### src/sac_cfg.svh
/*
  Register offsets, field positions, reset values and timing counts of the converter control block.
  Assumes inclusion by bare name from the design modules.
*/
`ifndef SAC_CFG_SVH
`define SAC_CFG_SVH
`define SAC_CONFIG_ADDR 8'h97
`define SAC_CONTROL_ADDR 8'he8
`define SAC_CONFIG_RESET 8'hf8
`define SAC_CONTROL_RESET 8'h00
`define SAC_CTL_ENABLE 7
`define SAC_CTL_BURST 6
`define SAC_CTL_DONE 5
`define SAC_CTL_BUSY 4
`define SAC_CTL_WMATCH 3
`define SAC_CTL_SRC_HI 2
`define SAC_CTL_SRC_LO 0
`define SAC_CFG_DIV_HI 7
`define SAC_CFG_DIV_LO 3
`define SAC_CFG_EIGHT 2
`define SAC_CFG_TRACK 1
`define SAC_CFG_GAIN 0
`define SAC_TRACK_TICKS 3
`define SAC_SRC_SOFTWARE 3'h0
`define SAC_SRC_TIMER0 3'h1
`define SAC_SRC_TIMER2 3'h2
`define SAC_SRC_TIMER3 3'h3
`endif

### src/sac_pkg.sv
/*
  Types shared by the converter control modules.
  Assumes the constants header is available on the include path.
*/
package sac_pkg;
  typedef enum logic [1:0] {SAC_IDLE, SAC_TRACK, SAC_CONVERT} sac_state_type;
  typedef logic [4:0] sac_div_type;
  typedef logic [9:0] sac_result_type;
endpackage

### src/sac_tick_if.sv
/*
  Carrier between the control core and its SAR clock and tracking timer.
  Assumes both ends run on the same clock.
*/
interface sac_tick_if;
  import sac_pkg::*;
  logic burst_src;
  logic lpo_tick;
  sac_div_type divider;
  logic track_go;
  logic tick;
  logic track_done;
  modport ctrl(output burst_src, output lpo_tick, output divider, output track_go, input tick, input track_done);
  modport timer(input burst_src, input lpo_tick, input divider, input track_go, output tick, output track_done);
endinterface

### src/sac_adc_ctrl.sv
/*
  Control and configuration of a SAR converter reached through two special-function registers.
  Assumes synchronous strobes from the processor, synchronous trigger inputs, and an analog core that
  starts on core_start, converts on sar_tick and reports core_done with its 10-bit result.
*/
// Overview of operation
// - Enable bit 0 keeps the converter shut down unless burst is on; 1 makes it ready.
// - Burst enable bit turns burst operation on at 1, off at 0.
// - Done flag sets when a conversion or burst ends; software clears it.
// - Window flag sets when the result lies inside the thresholds; software clears it.
// - Source 000 starts a conversion when software writes 1 to busy.
// - Sources 001/010/011 use timer 0/2/3 overflows; 1xx uses pin rising edge.
// - SAR clock is the source clock divided by divider field plus one.
// - Divider source is system clock, or the low-power oscillator in burst.
// - Eight-bit mode bit selects 10-bit conversions at 0, 8-bit at 1.
// - Track mode 0 starts converting right after the start signal.
// - Track mode 1 tracks three SAR clocks before converting.
// - Gain bit selects 0.5 at 0 and one at 1.
// - In eight-bit mode the two low result bits are zero; low byte reads zero.
// - Delayed tracking adds three SAR clocks before every conversion.
`include "sac_cfg.svh"
module sac_adc_ctrl (
  input wire logic clk,
  input wire logic rst,
  input wire logic ce,
  input wire logic [7:0] sfr_addr,
  input wire logic [7:0] sfr_wdata,
  input wire logic sfr_wr,
  input wire logic sfr_rd,
  output logic [7:0] sfr_rdata,
  input wire logic timer0_overflow,
  input wire logic timer2_overflow,
  input wire logic timer3_overflow,
  input wire logic external_convert_pin,
  input wire logic lpo_tick,
  input wire sac_pkg::sac_result_type window_lower_bound,
  input wire sac_pkg::sac_result_type window_upper_bound,
  input wire logic core_done,
  input wire sac_pkg::sac_result_type core_result,
  output logic core_powered,
  output logic core_start,
  output logic core_track,
  output logic sar_tick,
  output logic eight_bit_mode,
  output logic gain_select,
  output logic divider_source_lpo,
  output logic [7:0] result_high_byte,
  output logic [7:0] result_low_byte
);
  import sac_pkg::*;

  function automatic logic sfr_hit(input logic [7:0] addr, input logic [7:0] target);
    sfr_hit = (addr == target);
  endfunction

  sac_tick_if tif();

  sac_sar_timer #(.TRACK_TICKS(`SAC_TRACK_TICKS)) u_timer (
    .clk(clk),
    .rst(rst),
    .ce(ce),
    .tif(tif)
  );

  logic [7:0] config_reg, config_next;
  logic converter_enable_reg, converter_enable_next;
  logic burst_mode_enable_reg, burst_mode_enable_next;
  logic conversion_done_flag_reg, conversion_done_flag_next;
  logic window_match_flag_reg, window_match_flag_next;
  logic [2:0] start_source_select_reg, start_source_select_next;
  sac_state_type state_reg, state_next;
  sac_result_type result_reg, result_next;
  logic win_pend_reg, win_pend_next;
  logic pin_prev_reg;
  logic core_powered_reg, core_powered_next;
  logic core_start_reg, core_start_next;
  logic core_track_reg, core_track_next;
  logic [7:0] rdata_reg, rdata_next;
  logic ctl_wr, cfg_wr, sw_start, trigger, accepted, in_window;

  always_comb begin
    ctl_wr = sfr_wr && sfr_hit(sfr_addr, `SAC_CONTROL_ADDR);
    cfg_wr = sfr_wr && sfr_hit(sfr_addr, `SAC_CONFIG_ADDR);
    sw_start = ctl_wr && sfr_wdata[`SAC_CTL_BUSY];
    unique case (start_source_select_reg)
      `SAC_SRC_SOFTWARE: trigger = sw_start;
      `SAC_SRC_TIMER0: trigger = timer0_overflow;
      `SAC_SRC_TIMER2: trigger = timer2_overflow;
      `SAC_SRC_TIMER3: trigger = timer3_overflow;
      default: trigger = external_convert_pin && !pin_prev_reg;
    endcase
    // Starts during a conversion are dropped; relies on the source spacing starts out
    accepted = trigger && (converter_enable_reg || burst_mode_enable_reg) && state_reg == SAC_IDLE;
    in_window = (result_reg > window_lower_bound) && (result_reg < window_upper_bound);
  end

  always_comb begin
    config_next = cfg_wr ? sfr_wdata : config_reg;
    converter_enable_next = ctl_wr ? sfr_wdata[`SAC_CTL_ENABLE] : converter_enable_reg;
    burst_mode_enable_next = ctl_wr ? sfr_wdata[`SAC_CTL_BURST] : burst_mode_enable_reg;
    start_source_select_next = ctl_wr ? sfr_wdata[`SAC_CTL_SRC_HI:`SAC_CTL_SRC_LO] : start_source_select_reg;
    state_next = state_reg;
    result_next = result_reg;
    win_pend_next = 1'b0;
    core_start_next = 1'b0;
    tif.track_go = 1'b0;
    unique case (state_reg)
      SAC_IDLE: begin
        if (accepted) begin
          if (config_reg[`SAC_CFG_TRACK]) begin
            state_next = SAC_TRACK;
            tif.track_go = 1'b1;
          end else begin
            state_next = SAC_CONVERT;
            core_start_next = 1'b1;
          end
        end
      end
      SAC_TRACK: begin
        if (tif.track_done) begin
          state_next = SAC_CONVERT;
          core_start_next = 1'b1;
        end
      end
      SAC_CONVERT: begin
        if (core_done) begin
          state_next = SAC_IDLE;
          // Eight-bit results drop the two low bits
          result_next = config_reg[`SAC_CFG_EIGHT] ? {core_result[9:2], 2'b00} : core_result;
          win_pend_next = 1'b1;
        end
      end
    endcase
    // Hardware set wins over a software write in the same cycle
    conversion_done_flag_next = (state_reg == SAC_CONVERT && core_done) ? 1'b1 :
      (ctl_wr ? sfr_wdata[`SAC_CTL_DONE] : conversion_done_flag_reg);
    window_match_flag_next = (win_pend_reg && in_window) ? 1'b1 :
      (ctl_wr ? sfr_wdata[`SAC_CTL_WMATCH] : window_match_flag_reg);
    // Burst powers the core only while a conversion is under way
    core_powered_next = converter_enable_next || (burst_mode_enable_next && state_next != SAC_IDLE);
    core_track_next = (state_next == SAC_TRACK);
    rdata_next = rdata_reg;
    if (sfr_rd) begin
      if (sfr_hit(sfr_addr, `SAC_CONTROL_ADDR)) begin
        rdata_next = {converter_enable_reg, burst_mode_enable_reg, conversion_done_flag_reg,
                      state_reg != SAC_IDLE, window_match_flag_reg, start_source_select_reg};
      end else if (sfr_hit(sfr_addr, `SAC_CONFIG_ADDR)) begin
        rdata_next = config_reg;
      end else begin
        rdata_next = 8'h00;
      end
    end
  end

  always_ff @(posedge clk) begin
    if (rst) begin
      config_reg <= `SAC_CONFIG_RESET;
      converter_enable_reg <= 1'b0;
      burst_mode_enable_reg <= 1'b0;
      conversion_done_flag_reg <= 1'b0;
      window_match_flag_reg <= 1'b0;
      start_source_select_reg <= 3'h0;
      state_reg <= SAC_IDLE;
      result_reg <= '0;
      win_pend_reg <= 1'b0;
      pin_prev_reg <= 1'b0;
      core_powered_reg <= 1'b0;
      core_start_reg <= 1'b0;
      core_track_reg <= 1'b0;
      rdata_reg <= 8'h00;
    end else if (ce) begin
      config_reg <= config_next;
      converter_enable_reg <= converter_enable_next;
      burst_mode_enable_reg <= burst_mode_enable_next;
      conversion_done_flag_reg <= conversion_done_flag_next;
      window_match_flag_reg <= window_match_flag_next;
      start_source_select_reg <= start_source_select_next;
      state_reg <= state_next;
      result_reg <= result_next;
      win_pend_reg <= win_pend_next;
      pin_prev_reg <= external_convert_pin;
      core_powered_reg <= core_powered_next;
      core_start_reg <= core_start_next;
      core_track_reg <= core_track_next;
      rdata_reg <= rdata_next;
    end
  end

  assign tif.burst_src = burst_mode_enable_reg;
  assign tif.lpo_tick = lpo_tick;
  assign tif.divider = config_reg[`SAC_CFG_DIV_HI:`SAC_CFG_DIV_LO];
  assign sfr_rdata = rdata_reg;
  assign core_powered = core_powered_reg;
  assign core_start = core_start_reg;
  assign core_track = core_track_reg;
  assign sar_tick = tif.tick;
  assign eight_bit_mode = config_reg[`SAC_CFG_EIGHT];
  assign gain_select = config_reg[`SAC_CFG_GAIN];
  assign divider_source_lpo = burst_mode_enable_reg;
  assign result_high_byte = result_reg[9:2];
  assign result_low_byte = {result_reg[1:0], 6'h00};
endmodule

### src/sac_sar_timer.sv
/*
  SAR conversion clock divider and delayed-tracking counter.
  Assumes lpo_tick is a one-cycle enable marking each low-power oscillator edge.
*/
`include "sac_cfg.svh"
module sac_sar_timer #(
  parameter int TRACK_TICKS = `SAC_TRACK_TICKS
) (
  input wire logic clk,
  input wire logic rst,
  input wire logic ce,
  sac_tick_if.timer tif
);
  import sac_pkg::*;

  // The tracking count is four bits wide and must reach zero from its load value
  if (TRACK_TICKS < 1 || TRACK_TICKS > 15) begin : gen_track_check
    $error("TRACK_TICKS out of range");
  end

  sac_div_type div_cnt_reg, div_cnt_next;
  logic tick_reg, tick_next;
  logic [3:0] track_cnt_reg, track_cnt_next;
  logic track_done_reg, track_done_next;
  logic src_tick;

  always_comb begin
    src_tick = tif.burst_src ? tif.lpo_tick : 1'b1;
    div_cnt_next = div_cnt_reg;
    tick_next = 1'b0;
    if (src_tick) begin
      if (div_cnt_reg >= tif.divider) begin
        div_cnt_next = '0;
        tick_next = 1'b1;
      end else begin
        div_cnt_next = div_cnt_reg + 5'h01;
      end
    end
    track_cnt_next = track_cnt_reg;
    track_done_next = 1'b0;
    if (tif.track_go) begin
      track_cnt_next = 4'(TRACK_TICKS);
    end else if (tick_reg && track_cnt_reg != 4'h0) begin
      track_cnt_next = track_cnt_reg - 4'h1;
      track_done_next = (track_cnt_reg == 4'h1);
    end
  end

  always_ff @(posedge clk) begin
    if (rst) begin
      div_cnt_reg <= '0;
      tick_reg <= 1'b0;
      track_cnt_reg <= 4'h0;
      track_done_reg <= 1'b0;
    end else if (ce) begin
      div_cnt_reg <= div_cnt_next;
      tick_reg <= tick_next;
      track_cnt_reg <= track_cnt_next;
      track_done_reg <= track_done_next;
    end
  end

  assign tif.tick = tick_reg;
  assign tif.track_done = track_done_reg;
endmodule

### config.mk
export PLATFORM = sky130hd
export DESIGN_NAME = sac_adc_ctrl
export DESIGN_NICKNAME = d
export VERILOG_FILES = /design/src/sac_pkg.sv /design/src/sac_tick_if.sv /design/src/sac_adc_ctrl.sv /design/src/sac_sar_timer.sv
export VERILOG_INCLUDE_DIRS = /design/src /design/src/src
export SDC_FILE = /design/constraint.sdc
export NUM_CORES = 1
export LEC_CHECK = 0
export ABC_AREA = 1
export BUFFER_PORTS_ARGS = -buffer_cell sky130_fd_sc_hd__buf_4
export CORE_ASPECT_RATIO = 0.7
export CORE_MARGIN = 1
export CORE_UTILIZATION = 44
export CTS_BUF_LIST = sky130_fd_sc_hd__clkbuf_8
export CTS_CLUSTER_SIZE = 40
export DETAILED_ROUTE_END_ITERATION = 7
export GPL_TIMING_DRIVEN = 0
export MAX_ROUTING_LAYER = met4
export PLACE_DENSITY = 0.72
export SETUP_SLACK_MARGIN = 0.15
export SYNTH_ARGS = -nofsm -noshare
export SYNTH_HDL_FRONTEND = slang
export SYNTH_SLANG_ARGS = --single-unit
### constraint.sdc
create_clock -name clk -period 1.8 [get_ports clk]
set_input_delay 0.45 -clock clk [delete_from_list [all_inputs] [get_ports clk]]
set_output_delay 0.45 -clock clk [all_outputs]
set_load 0.005 [all_outputs]
* Word level (Yosys, flattened, before mapping)
Cells that the tools add are included.
** Storage, ports and cells
- Register bits after elaboration :: 51
- Bits of input ports :: 57
- Output and inout bits :: 31
- Logic and storage cells :: 94
** Cells by class
- $add $sub $neg :: 2
- Equality and inequality tests :: 9
- Multiplexer cells :: 32
- Reduce and logical (&&, ||, !) cells :: 30
- Magnitude comparators :: 3
** Operator list (number)
- $mux 1 :: 19
- $eq 8x8->1 const B :: 2
- $mux 8 :: 2
- $reduce_and 2->1 :: 7
- $logic_and 1x1->1 :: 11
- $gt 10x10->1 :: 1
- $lt 10x10->1 :: 1
- $mux 2 :: 5
- $reduce_bool 2->1 :: 5
- $mux 4 :: 2
- $eq 3x2->1 const B :: 2
- $pmux 2 s3 :: 1
- $add 5x1->5 const B :: 1
- $ge 5x5->1 :: 1
- $mux 5 :: 1
- $eq 2x1->1 const B :: 2
- $eq 4x1->1 const B :: 1
- $pmux 1 s4 :: 1
- $reduce_bool 4->1 :: 1
- $sub 4x1->4 const B :: 1
- $eq 3x1->1 const B :: 1
- $logic_not 3->1 :: 1
- $reduce_and 3->1 :: 1
- $eq 2x2->1 const B :: 1
- 4 further kinds :: 5

* Logic depth before layout (Yosys ltp)
Gate-level depths: netlist (run 1).
- Word-level depth :: 11
- Depth in mapped cells :: 15
- Mapped depth without buffers :: 15

* Cells and area by module
Synthesis (run 1) repeated with hierarchy kept, for this count alone.
** Unflattened totals
- Cells, all modules :: 437
- Area total of the unflattened synthesis :: 3103.0 µm²
** By module, submodules not included
- sac_adc_ctrl :: area each 2394.8 µm², times used 1, cells an instance 333, sequential area each 800.8 µm²
- sac_sar_timer :: area each 708.2 µm², times used 1, cells an instance 104, sequential area each 220.2 µm²

* Least setup slack after synthesis (run 1)
No wires, ideal clock.
- Path type :: register -> register
- From :: register u_timer.div_cnt_reg[0]
- To :: register u_timer.div_cnt_reg[1]
- Period minus slack after synthesis :: 1.698 ns
- Path buffers :: 0
- Data required time :: 1.727 ns
- Arrival time :: 1.625 ns
- Setup time :: 0.073 ns
- Slack :: 0.102 ns
- Cell stages (with the launch flop) :: 10
- Path through :: dfxtp_1 inv_1 ha_1 o21a_1 o21a_1 o21a_1 o21a_1 o21ai_2 nand2_2 nor3_2
** On the way
- Cells in the longest elaborated chain, start to end :: 2
- Elaborated cells between the ends (all ways) :: 3
- Classes of those cells :: add/sub (1); order compare (1); mux (1)
** Ends and longest elaborated chain
- from (decl) :: RTL line sac_sar_timer.sv:21 : sac_div_type div_cnt_reg, div_cnt_next;
- from (signal assigned) :: RTL line sac_sar_timer.sv:56 : div_cnt_reg <= div_cnt_next;
- $add 5x1->5 or $ge 5x5->1 (tied branches) :: RTL line sac_sar_timer.sv:36, sac_sar_timer.sv:32
- $mux 5 (*) :: RTL line sac_sar_timer.sv:32 : if (div_cnt_reg >= tif.divider) begin
Mark *: on every way between the ends. The rest lies on a longest branch, timed or not.
A chain may end at the register's enable or synchronous reset.

* Worst setup path after layout (run 1)
- From :: register u_timer.div_cnt_reg[0]
- To :: register u_timer.tick_reg (netlist: u_timer.tif.tick)
** On the way
- Cells in the longest elaborated chain, start to end :: 3
** Ends and longest elaborated chain
- $ge 5x5->1 :: RTL line sac_sar_timer.sv:32
- $mux 1 :: RTL line sac_sar_timer.sv:32
- $mux 1 :: RTL line sac_sar_timer.sv:31 : if (src_tick) begin
- to (signal assigned) :: RTL line sac_sar_timer.sv:57 : tick_reg <= tick_next;
- to (decl) :: RTL line sac_sar_timer.sv:22 : logic tick_reg, tick_next;
Every way passes these cells.

==> results of run 1 <==
metrics by stage:
step | instances | setup TNS [ps] | worst slack, ps | hold WS (ps) | cell area [um^2]
3_5_place_dp | 584 | -1210 | -97.0 | 447 | 3720
3_3_place_gp | 584 | -1290 | -105 | 444 | 3720
4_1_cts | 594 | 0 | 82.6 | 345 | 3860
2_1_floorplan | 413 | 0 | 162 | 434 | 3010
6_report | 599 | 0 | 70.3 | 347 | 3990
5_1_grt | 599 | -34.1 | -30.1 | 342 | 3990
repair_timing:
item / 4_1_cts / 5_1_grt
gates resized for setup: 10 / 33
setup buffers: 2 / 5
endpoints found under the hold margin: 0 / 0
setup endpoints to repair: 14 / 28
hold buffers: 0 / 0
pin swaps: 5 / 6
power by group through the flow:
stage	Combinational, mW	Clock, mW	Sequential, mW
6_report	0.284	0.679	1.15
5_1_grt	0.314	0.745	1.15
4_1_cts	0.275	0.689	1.15
3_5_place_dp	0.268	0	1.18
3_3_place_gp	0.262	0	1.18
2_1_floorplan	0.118	0	1.18
worst paths after layout:
path                            slack (ps)                    from          endpoint  cells after the start
worst max-delay path                    70  u_timer.div_cnt_reg[0]  u_timer.tif.tick                      9
worst min-delay path                   350            sfr_wdata[3]     config_reg[3]                      3
worst max register to register          70  u_timer.div_cnt_reg[0]  u_timer.tif.tick                      9
worst min register to register         460            pin_prev_reg      pin_prev_reg                      2
per-layer routing:
metal  GRT usage (%)  wire length [um]
met1            33.8              3830
met3            4.15               628
met4            6.28                86
met5               -                 0
met2            34.2              3310
worst max-delay path, delay by kind of cell, from the launching register on:
kind	cells	cell delay (ps)
buffers and inverters	2	220
adders and majority gates	1	190
AOI/OAI and AO/OA	6	860
DFF	1	340
area by class of cell:
type	count	area, um^2
sequential	51	1040
timing repair buffer	87	653
tap	91	114
fill	594	2370
multi-input combinational	280	1750
inverter	66	254
buffer	16	98.8
clock inverter	3	20.0
clock buffer	5	68.8
logic make-up after synthesis:
logic type      after synthesis
simple gates                140
compound gates              100
buf+inv                      82
flops                        51
fa+ha+maj                    30
xor+xnor                      3
other cells                   1
mux                           1
synth_stat cells, types with 2 or more instances:
library cell | n | area (um^2)
a211oi_1 | 5 | 37.5
a21o_1 | 2 | 15.0
a21oi_1 | 33 | 165
a21oi_2 | 2 | 17.5
a31oi_1 | 6 | 37.5
buf_2 | 2 | 10.0
buf_4 | 6 | 45.0
clkbuf_1 | 6 | 22.5
dfxtp_1 | 51 | 1020
ha_1 | 30 | 375
inv_1 | 63 | 236
inv_2 | 2 | 7.51
nand2_1 | 56 | 210
nand2_2 | 6 | 37.5
nand3_1 | 16 | 80.1
nand4_1 | 5 | 31.3
nor2_1 | 44 | 165
nor2_2 | 4 | 25.0
nor3_1 | 6 | 30.0
o211ai_1 | 3 | 22.5
o21a_1 | 6 | 45.0
o21ai_0 | 29 | 145
o21ai_1 | 5 | 25.0
o21ai_2 | 2 | 17.5
o221ai_1 | 2 | 17.5
o22ai_1 | 2 | 12.5
xor2_1 | 2 | 17.5
==> flow_metrics.py, run 1 <==
metrics = {
    "sta": {
        "min_period_ps": 1730,
        "period_share_pct": 96.1,
        "slew_headroom_pct": 63.7,
        "maxSlewViolCount": 0,
        "timing.fmax_mhz": 578,
        "rsz0062_at_grt": "true",
        "finClkSkew_ps": 8.65,
        "finalHoldViolations": 0,
        "setup_violations": 0,
        "timing_worst_slew_pin_value_ps": 545,
    },
    "placed_design": {
        "gp_congestion": 0.919,
        "io_buffers": 80,
        "hpwl_mm": 6.18,
    },
    "logic_synthesis": {
        "yosys.area_share.adder_pct": 12.6,
        "synth_edf_count": 0,
        "synthMuxAreaShare_pct": 0.336,
        "synth-compound-area-share_pct": 19.6,
        "synth_top_family_by_area": "simple AND/OR/NAND/NOR gates",
        "synth_xor_area_share_pct": 0.882,
        "postSynthCellCount": 408,
        "ys_seq_elements": 51,
        "synth_top_flop_cell": "dfxtp_1",
        "yosysSeqAreaShare_pct": 34.3,
        "syn_area_mm2": 0.00298,
        "synth_cell_type_count": 39,
        "yosys.area_share.simple_pct": 20.6,
        "synthArstFlopShare_pct": 0,
        "synth_area_per_cell_um2": 7.30,
        "ys_warn_count": 0,
    },
    "worst_hold_path": {
        "min_path_type": "input pin to register",
    },
    "power_and_ir_drop": {
        "p_clk_share_pct": 32.1,
        "ir_drop_mv": 0.306,
        "power.density_mw_per_mm2": 530,
        "power.internal_mw": 1.56,
        "leakage_nw": 1.93,
        "switching_share_pct": 26.1,
        "seqPwrFrac_pct": 54.4,
        "switchingPower_mw": 0.552,
        "power.total_mw": 2.12,
        "comb_power_share_pct": 13.4,
    },
    "final_layout": {
        "final_util_pct": 62.7,
        "antenna_cells": 0,
        "largest_reg_flops": 10,
        "final_common_cell": "buf_4",
        "final_cell_mix": "buf_4, inv_1, nand2_1",
        "nNetsFinal": 594,
        "drive_gt1_share_pct": 30.5,
        "area_growth_pct": 34.1,
    },
    "clock_tree": {
        "tritoncts": "yes",
        "cts_made_buffers": 5,
        "htree_levels": 2,
        "clock-sinks": 51,
        "ctsRootBufferMaster": "clkbuf_8",
        "insertion_delay_ps": 320,
        "clk_pin_slew_ps": 100,
        "cts_buffer_depth": 2,
    },
    "setup_path": {
        "arrival_ps": 1920,
        "worst_setup_path_end_kind": "register",
        "cpMostUsedCell": "o21a_1",
        "cp_slowest_cell": "dfxtp_2",
        "criticalPathCategory": "register to register",
        "crit_fanout": 2,
        "critPathLaunchType": "register",
        "cp.required_ps": 1990,
        "critical_path.max_stage_delay_ps": 340,
        "cp_cell_sequence": "inv_2, ha_4, o21a_1, o21a_1, o21a_1, o21a_1, o21ai_2, buf_4, a21oi_2",
    },
    "route": {
        "ant_nets": 0,
        "drt-wirelength-per-cell_um": 13.1,
        "initialDrtViolationCount": 168,
        "first_pass_iters": 5,
        "drt_wl_total_mm": 7.86,
        "drc": 0,
        "vias_per_cell": 4.96,
        "dr_total_vias": 2972,
    },
    "die": {
        "die_y_um": 70.8,
        "start_util_pct": 46.8,
        "std_cell_rows": 24,
        "ios": 88,
        "dieArea_mm2": 0.00711,
        "dieWidth_um": 100,
        "coreArea_mm2": 0.00637,
    },
    "global_routing": {
        "grt_usage_pct": 23.6,
        "gr-total-overflow": 0,
        "grt_pass1_wl_mm": 12.6,
        "antenna_found_initial": 0,
        "grt_pass1_vias": 2614,
        "grt_max_degree": 17,
    },
    "flow_run": {
        "cap_viol_max_count": 0,
    },
    "status": {
        "status": "completed",
    },
}
Power figures use the tool's default switching activity.
==> run 2: changes to the inputs <==
Settings changed: PLACE_DENSITY 0.72 to 0.7.
==> flow_metrics.py, run 2 (synthesized netlist as in run 1, its figures left out) <==
metrics = {
    "power_and_ir_drop": {
        "power.density_mw_per_mm2": 565,
        "power.total_mw": 2.28,
        "ir_drop_mv": 0.346,
        "comb_power_share_pct": 12.4,
        "p_clk_share_pct": 36.9,
        "leakage_nw": 1.95,
        "switching_share_pct": 23.6,
        "power.internal_mw": 1.74,
        "switchingPower_mw": 0.537,
        "seqPwrFrac_pct": 50.7,
    },
    "sta": {
        "finClkSkew_ps": 9.42,
        "finalHoldViolations": 0,
        "timing.fmax_mhz": 575,
        "timing_worst_slew_pin_value_ps": 553,
        "min_period_ps": 1740,
        "tns_ps": 0,
        "setup_violations": 0,
        "rsz0062_at_grt": "true",
        "period_share_pct": 96.7,
        "hold_ws_ps": 357,
        "maxSlewViolCount": 0,
        "slew_headroom_pct": 63.1,
    },
    "placed_design": {
        "gp_congestion": 0.911,
        "io_buffers": 80,
        "hpwl_mm": 6.27,
        "dp_cells": 584,
    },
    "final_layout": {
        "n_fill_cell": 594,
        "final_util_pct": 63.2,
        "largest_reg_flops": 10,
        "nNetsFinal": 594,
        "final_common_cell": "buf_4",
        "area_growth_pct": 35.2,
        "antenna_cells": 0,
        "final_cell_mix": "buf_4, inv_1, nand2_1",
        "drive_gt1_share_pct": 31.1,
        "stdcell_count": 599,
    },
    "die": {
        "coreArea_mm2": 0.00637,
        "start_util_pct": 46.8,
        "dieArea_mm2": 0.00711,
        "ios": 88,
        "die_y_um": 70.8,
        "dieWidth_um": 100,
        "std_cell_rows": 24,
    },
    "setup_path": {
        "worst_setup_path_end_kind": "register",
        "critPathLaunchType": "register",
        "criticalPathCategory": "register to register",
        "crit_fanout": 5,
        "arrival_ps": 1990,
        "cp.required_ps": 2050,
    },
    "clock_tree": {
        "insertion_delay_ps": 310,
        "cts_buffer_depth": 2,
        "htree_levels": 2,
        "ctsRootBufferMaster": "clkbuf_8",
        "cts_made_buffers": 5,
        "clock-sinks": 51,
        "tritoncts": "yes",
        "clk_pin_slew_ps": 100,
    },
    "worst_hold_path": {
        "min_path_type": "input pin to register",
    },
    "route": {
        "drt_wl_total_mm": 8.40,
        "initialDrtViolationCount": 126,
        "vias_per_cell": 5.12,
        "drc": 0,
        "first_pass_iters": 5,
        "ant_nets": 0,
        "dr_total_vias": 3064,
        "drt-wirelength-per-cell_um": 14.0,
    },
    "flow_run": {
        "cap_viol_max_count": 0,
    },
    "global_routing": {
        "grt_max_degree": 16,
        "grt_pass1_vias": 2756,
        "grt_usage_pct": 24.2,
        "gr-total-overflow": 0,
        "antenna_found_initial": 0,
        "grt_pass1_wl_mm": 13.1,
    },
    "status": {
        "status": "completed",
    },
}
run 2: cell types whose count changed in the layout (fill, tap and decap cells not counted), sizes merged:
| cell | previous run | this run |
|---|---|---|
| clkbuf | 11 | 13 |
| bufinv | 0 | 1 |
| buf | 97 | 96 |
| clkinvlp | 2 | 0 |
run 2: critical path, stage by stage, from the launching register on:
cell and delay, ps:
dfxtp_2 330, inv_2 80, ha_4 190, o21a_1 160, o21a_1 160, o21a_1 160, o21a_1 180, o21ai_2 170
nand2_2 130, nor2_2 130
run 2: power groups by stage:
stage                     clock [mW]  combinational, mW  sequential, mW
final                          0.839              0.283            1.15
after floorplan                    0              0.118            1.18
after global placement             0              0.263            1.18
after global routing           0.897              0.311            1.16
after detailed placement           0              0.269            1.18
after CTS                      0.839              0.277            1.16
run 2: metal layers:
layer,wire length [um],share of wire [%],up-vias,global-route usage [%]
met1,3900,46,1393,34.1
met4,34,0.40,0,3.54
li1,-,-,1540,-
met2,3730,44,127,37.2
met3,737,8.8,4,3.85
met5,0,0,-,-
run 2: timing repair:
item	in CTS	in global routing
hold buffers	0	0
setup endpoints to repair	15	32
cloned	0	0
buffers inserted	2	5
resized for setup	11	34
pin swaps	4	10
run 2: area by class of cell:
| class | instances | area, um^2 | area share, % |
|---|---|---|---|
| multi-input combinational | 280 | 1750 | 43.5 |
| inverter | 66 | 254 | 6.31 |
| buffer | 16 | 100 | 2.49 |
| clock buffer | 6 | 82.6 | 2.05 |
| clock inverter | 2 | 35.0 | 0.870 |
| tap | 91 | 114 | 2.83 |
| sequential | 51 | 1040 | 25.8 |
| timing repair buffer | 87 | 653 | 16.2 |
run 2: metrics by stage:
step | area (um^2) | setup WS, ps
floorplan | 3010 | 162
detailed placement | 3720 | -156
finish | 4030 | 59.8
CTS | 3900 | 77.7
global placement | 3720 | -113
global route | 4030 | -24.0
run 2: final timing paths:
check                              start                endpoint  slack, ps  depth (start not counted)
setup / recovery  u_timer.div_cnt_reg[0]  u_timer.div_cnt_reg[4]         60                          9
hold / removal              sfr_wdata[3]           config_reg[3]        360                          3
setup reg to reg  u_timer.div_cnt_reg[0]  u_timer.div_cnt_reg[4]         60                          9
hold reg to reg               core_track              core_track        470                          2
==> run 3: changes to the inputs <==
Settings changed: CORE_ASPECT_RATIO 0.7 to default.
==> flow_metrics.py, run 3 (synthesized netlist as in run 1, its figures left out) <==
metrics = {
    "status": {
        "status": "finished with violations",
        "violations": "DRC",
    },
    "route": {
        "dr_total_vias": 3005,
        "vias_per_cell": 5.16,
        "initialDrtViolationCount": 193,
        "drc": 12,
        "first_pass_iters": 6,
        "drt-wirelength-per-cell_um": 13.5,
        "ant_nets": 0,
        "drt_wl_total_mm": 7.88,
    },
    "clock_tree": {
        "cts_buffer_depth": 2,
        "cts_hold_buf": 0,
        "clock-sinks": 51,
        "clk_pin_slew_ps": 90,
        "cts_made_buffers": 5,
        "insertion_delay_ps": 300,
        "ctsRootBufferMaster": "clkbuf_8",
        "tritoncts": "yes",
        "htree_levels": 2,
    },
    "setup_path": {
        "worst_setup_path_end_kind": "register",
        "reg2reg_depth": 8,
        "r2r-start": "u_timer.div_cnt_reg[1]",
        "critPathLaunchType": "register",
        "rrSetupSlack_ps": 90,
        "r2r_end": "u_timer.div_cnt_reg[1]",
        "arrival_ps": 1940,
        "cp-startpoint": "u_timer.div_cnt_reg[1]",
        "cp.required_ps": 2030,
        "critPathCapture": "u_timer.div_cnt_reg[1]",
        "criticalPathCategory": "register to register",
        "crit_fanout": 5,
    },
    "sta": {
        "timing_worst_slew_pin_value_ps": 565,
        "finalHoldViolations": 0,
        "setup_ws_ps": 92.3,
        "rsz0062_at_grt": "true",
        "min_period_ps": 1710,
        "period_share_pct": 94.9,
        "setup_violations": 0,
        "hold_ws_ps": 373,
        "slew_headroom_pct": 62.3,
        "finClkSkew_ps": 7.35,
        "timing.fmax_mhz": 586,
        "maxSlewViolCount": 0,
        "tns_ps": 0,
    },
    "die": {
        "std_cell_rows": 29,
        "die_y_um": 84.3,
        "coreArea_mm2": 0.00646,
        "dieWidth_um": 84.3,
        "ios": 88,
        "dieArea_mm2": 0.00710,
        "start_util_pct": 46.1,
    },
    "placed_design": {
        "gp_congestion": 0.836,
        "dp_cells": 570,
        "io_buffers": 80,
        "hpwl_mm": 6.15,
        "post-place-ws_ps": -46.4,
    },
    "final_layout": {
        "n_fill_cell": 574,
        "antenna_cells": 0,
        "drive_gt1_share_pct": 29.7,
        "final_common_cell": "buf_4",
        "largest_reg_flops": 10,
        "stdcell_count": 582,
        "area_growth_pct": 33.8,
        "nNetsFinal": 591,
        "final_cell_mix": "buf_4, inv_1, nand2_1",
    },
    "global_routing": {
        "grt_usage_pct": 23.5,
        "grt_max_degree": 16,
        "grt_pass1_vias": 2770,
        "gr-total-overflow": 0,
        "grt_pass1_wl_mm": 13.0,
        "antenna_found_initial": 0,
    },
    "worst_hold_path": {
        "min_path_type": "input pin to register",
    },
    "flow_run": {
        "cap_viol_max_count": 0,
    },
    "power_and_ir_drop": {
        "ir_drop_mv": 0.434,
        "power.density_mw_per_mm2": 566,
        "leakage_nw": 1.95,
    },
}
==> run 3: changes by cell type in the layout (fill, tap and decap cells not counted), moves of 2 or more <==
cell and delta:
clkbuf_2 -2, clkbuf_1 +2, dfxtp_2 -2, buf_4 -3
==> run 3: how the worst min path moves through the flow <==
| stage | slack, ps | cells past startpoint | from | to |
|---|---|---|---|---|
| 6_report | 370 | 3 | core_result[9] | result_reg[9] |
| 5_1_grt | 360 | 3 | core_result[3] | result_reg[3] |
| 4_1_cts | 370 | 3 | core_result[3] | result_reg[3] |
| 3_5_place_dp | 450 | 2 | pin_prev_reg | pin_prev_reg |
| 3_3_place_gp | 450 | 2 | pin_prev_reg | pin_prev_reg |
| 2_1_floorplan | 430 | 2 | pin_prev_reg | pin_prev_reg |
==> run 3: metal layers <==
metal / up-vias / GRT usage, % / wire, um
met5: - / - / 0
met4: 0 / 3.29 / 34
met3: 5 / 4.23 / 413
met2: 81 / 38.7 / 3720
met1: 1388 / 31.0 / 3710
li1: 1531 / - / -
==> run 3: per-stage QoR <==
stage          util (%)  area [um^2]  total power [mW]
2_1_floorplan         -         3010              1.30
3_5_place_dp       57.4         3710              1.45
4_1_cts            60.1         3880              2.27
5_1_grt            61.7         3990              2.36
6_report           61.7         3990              2.25
3_3_place_gp       57.4         3710              1.44
==> run 3: power by group <==
group / switching [mW] / total [mW] / leakage [nW] / internal [mW]
registers: 0.0123 / 1.15 / 0.416 / 1.14
clock network: 0.373 / 0.824 / 0.0612 / 0.450
logic: 0.133 / 0.279 / 1.47 / 0.147
==> run 3: what timing repair did <==
action                     CTS  global route
setup buffers                2             2
setup endpoints to repair   13            27
gates resized for setup     11            30
pin swaps                    4             7
==> run 3: critical path, stage by stage, from the launching register on <==
cell and delay (ps):
dfxtp_1 430, ha_4 230, o21a_1 100, o21a_1 160, o21a_1 160, o21a_1 170, o21ai_2 150, nand2_2 120
nor3_2 120
==> run 3: final cells by class <==
class,count,area [um^2],area share [%]
Tap cell,77,96.3,2.42
Clock inverter,2,35.0,0.879
Inverter,66,254,6.37
Clock buffer,6,82.6,2.07
Buffer,16,97.6,2.45
Timing Repair Buffer,84,631,15.8
Sequential cell,51,1040,26.1
Multi-Input combinational cell,280,1750,43.9
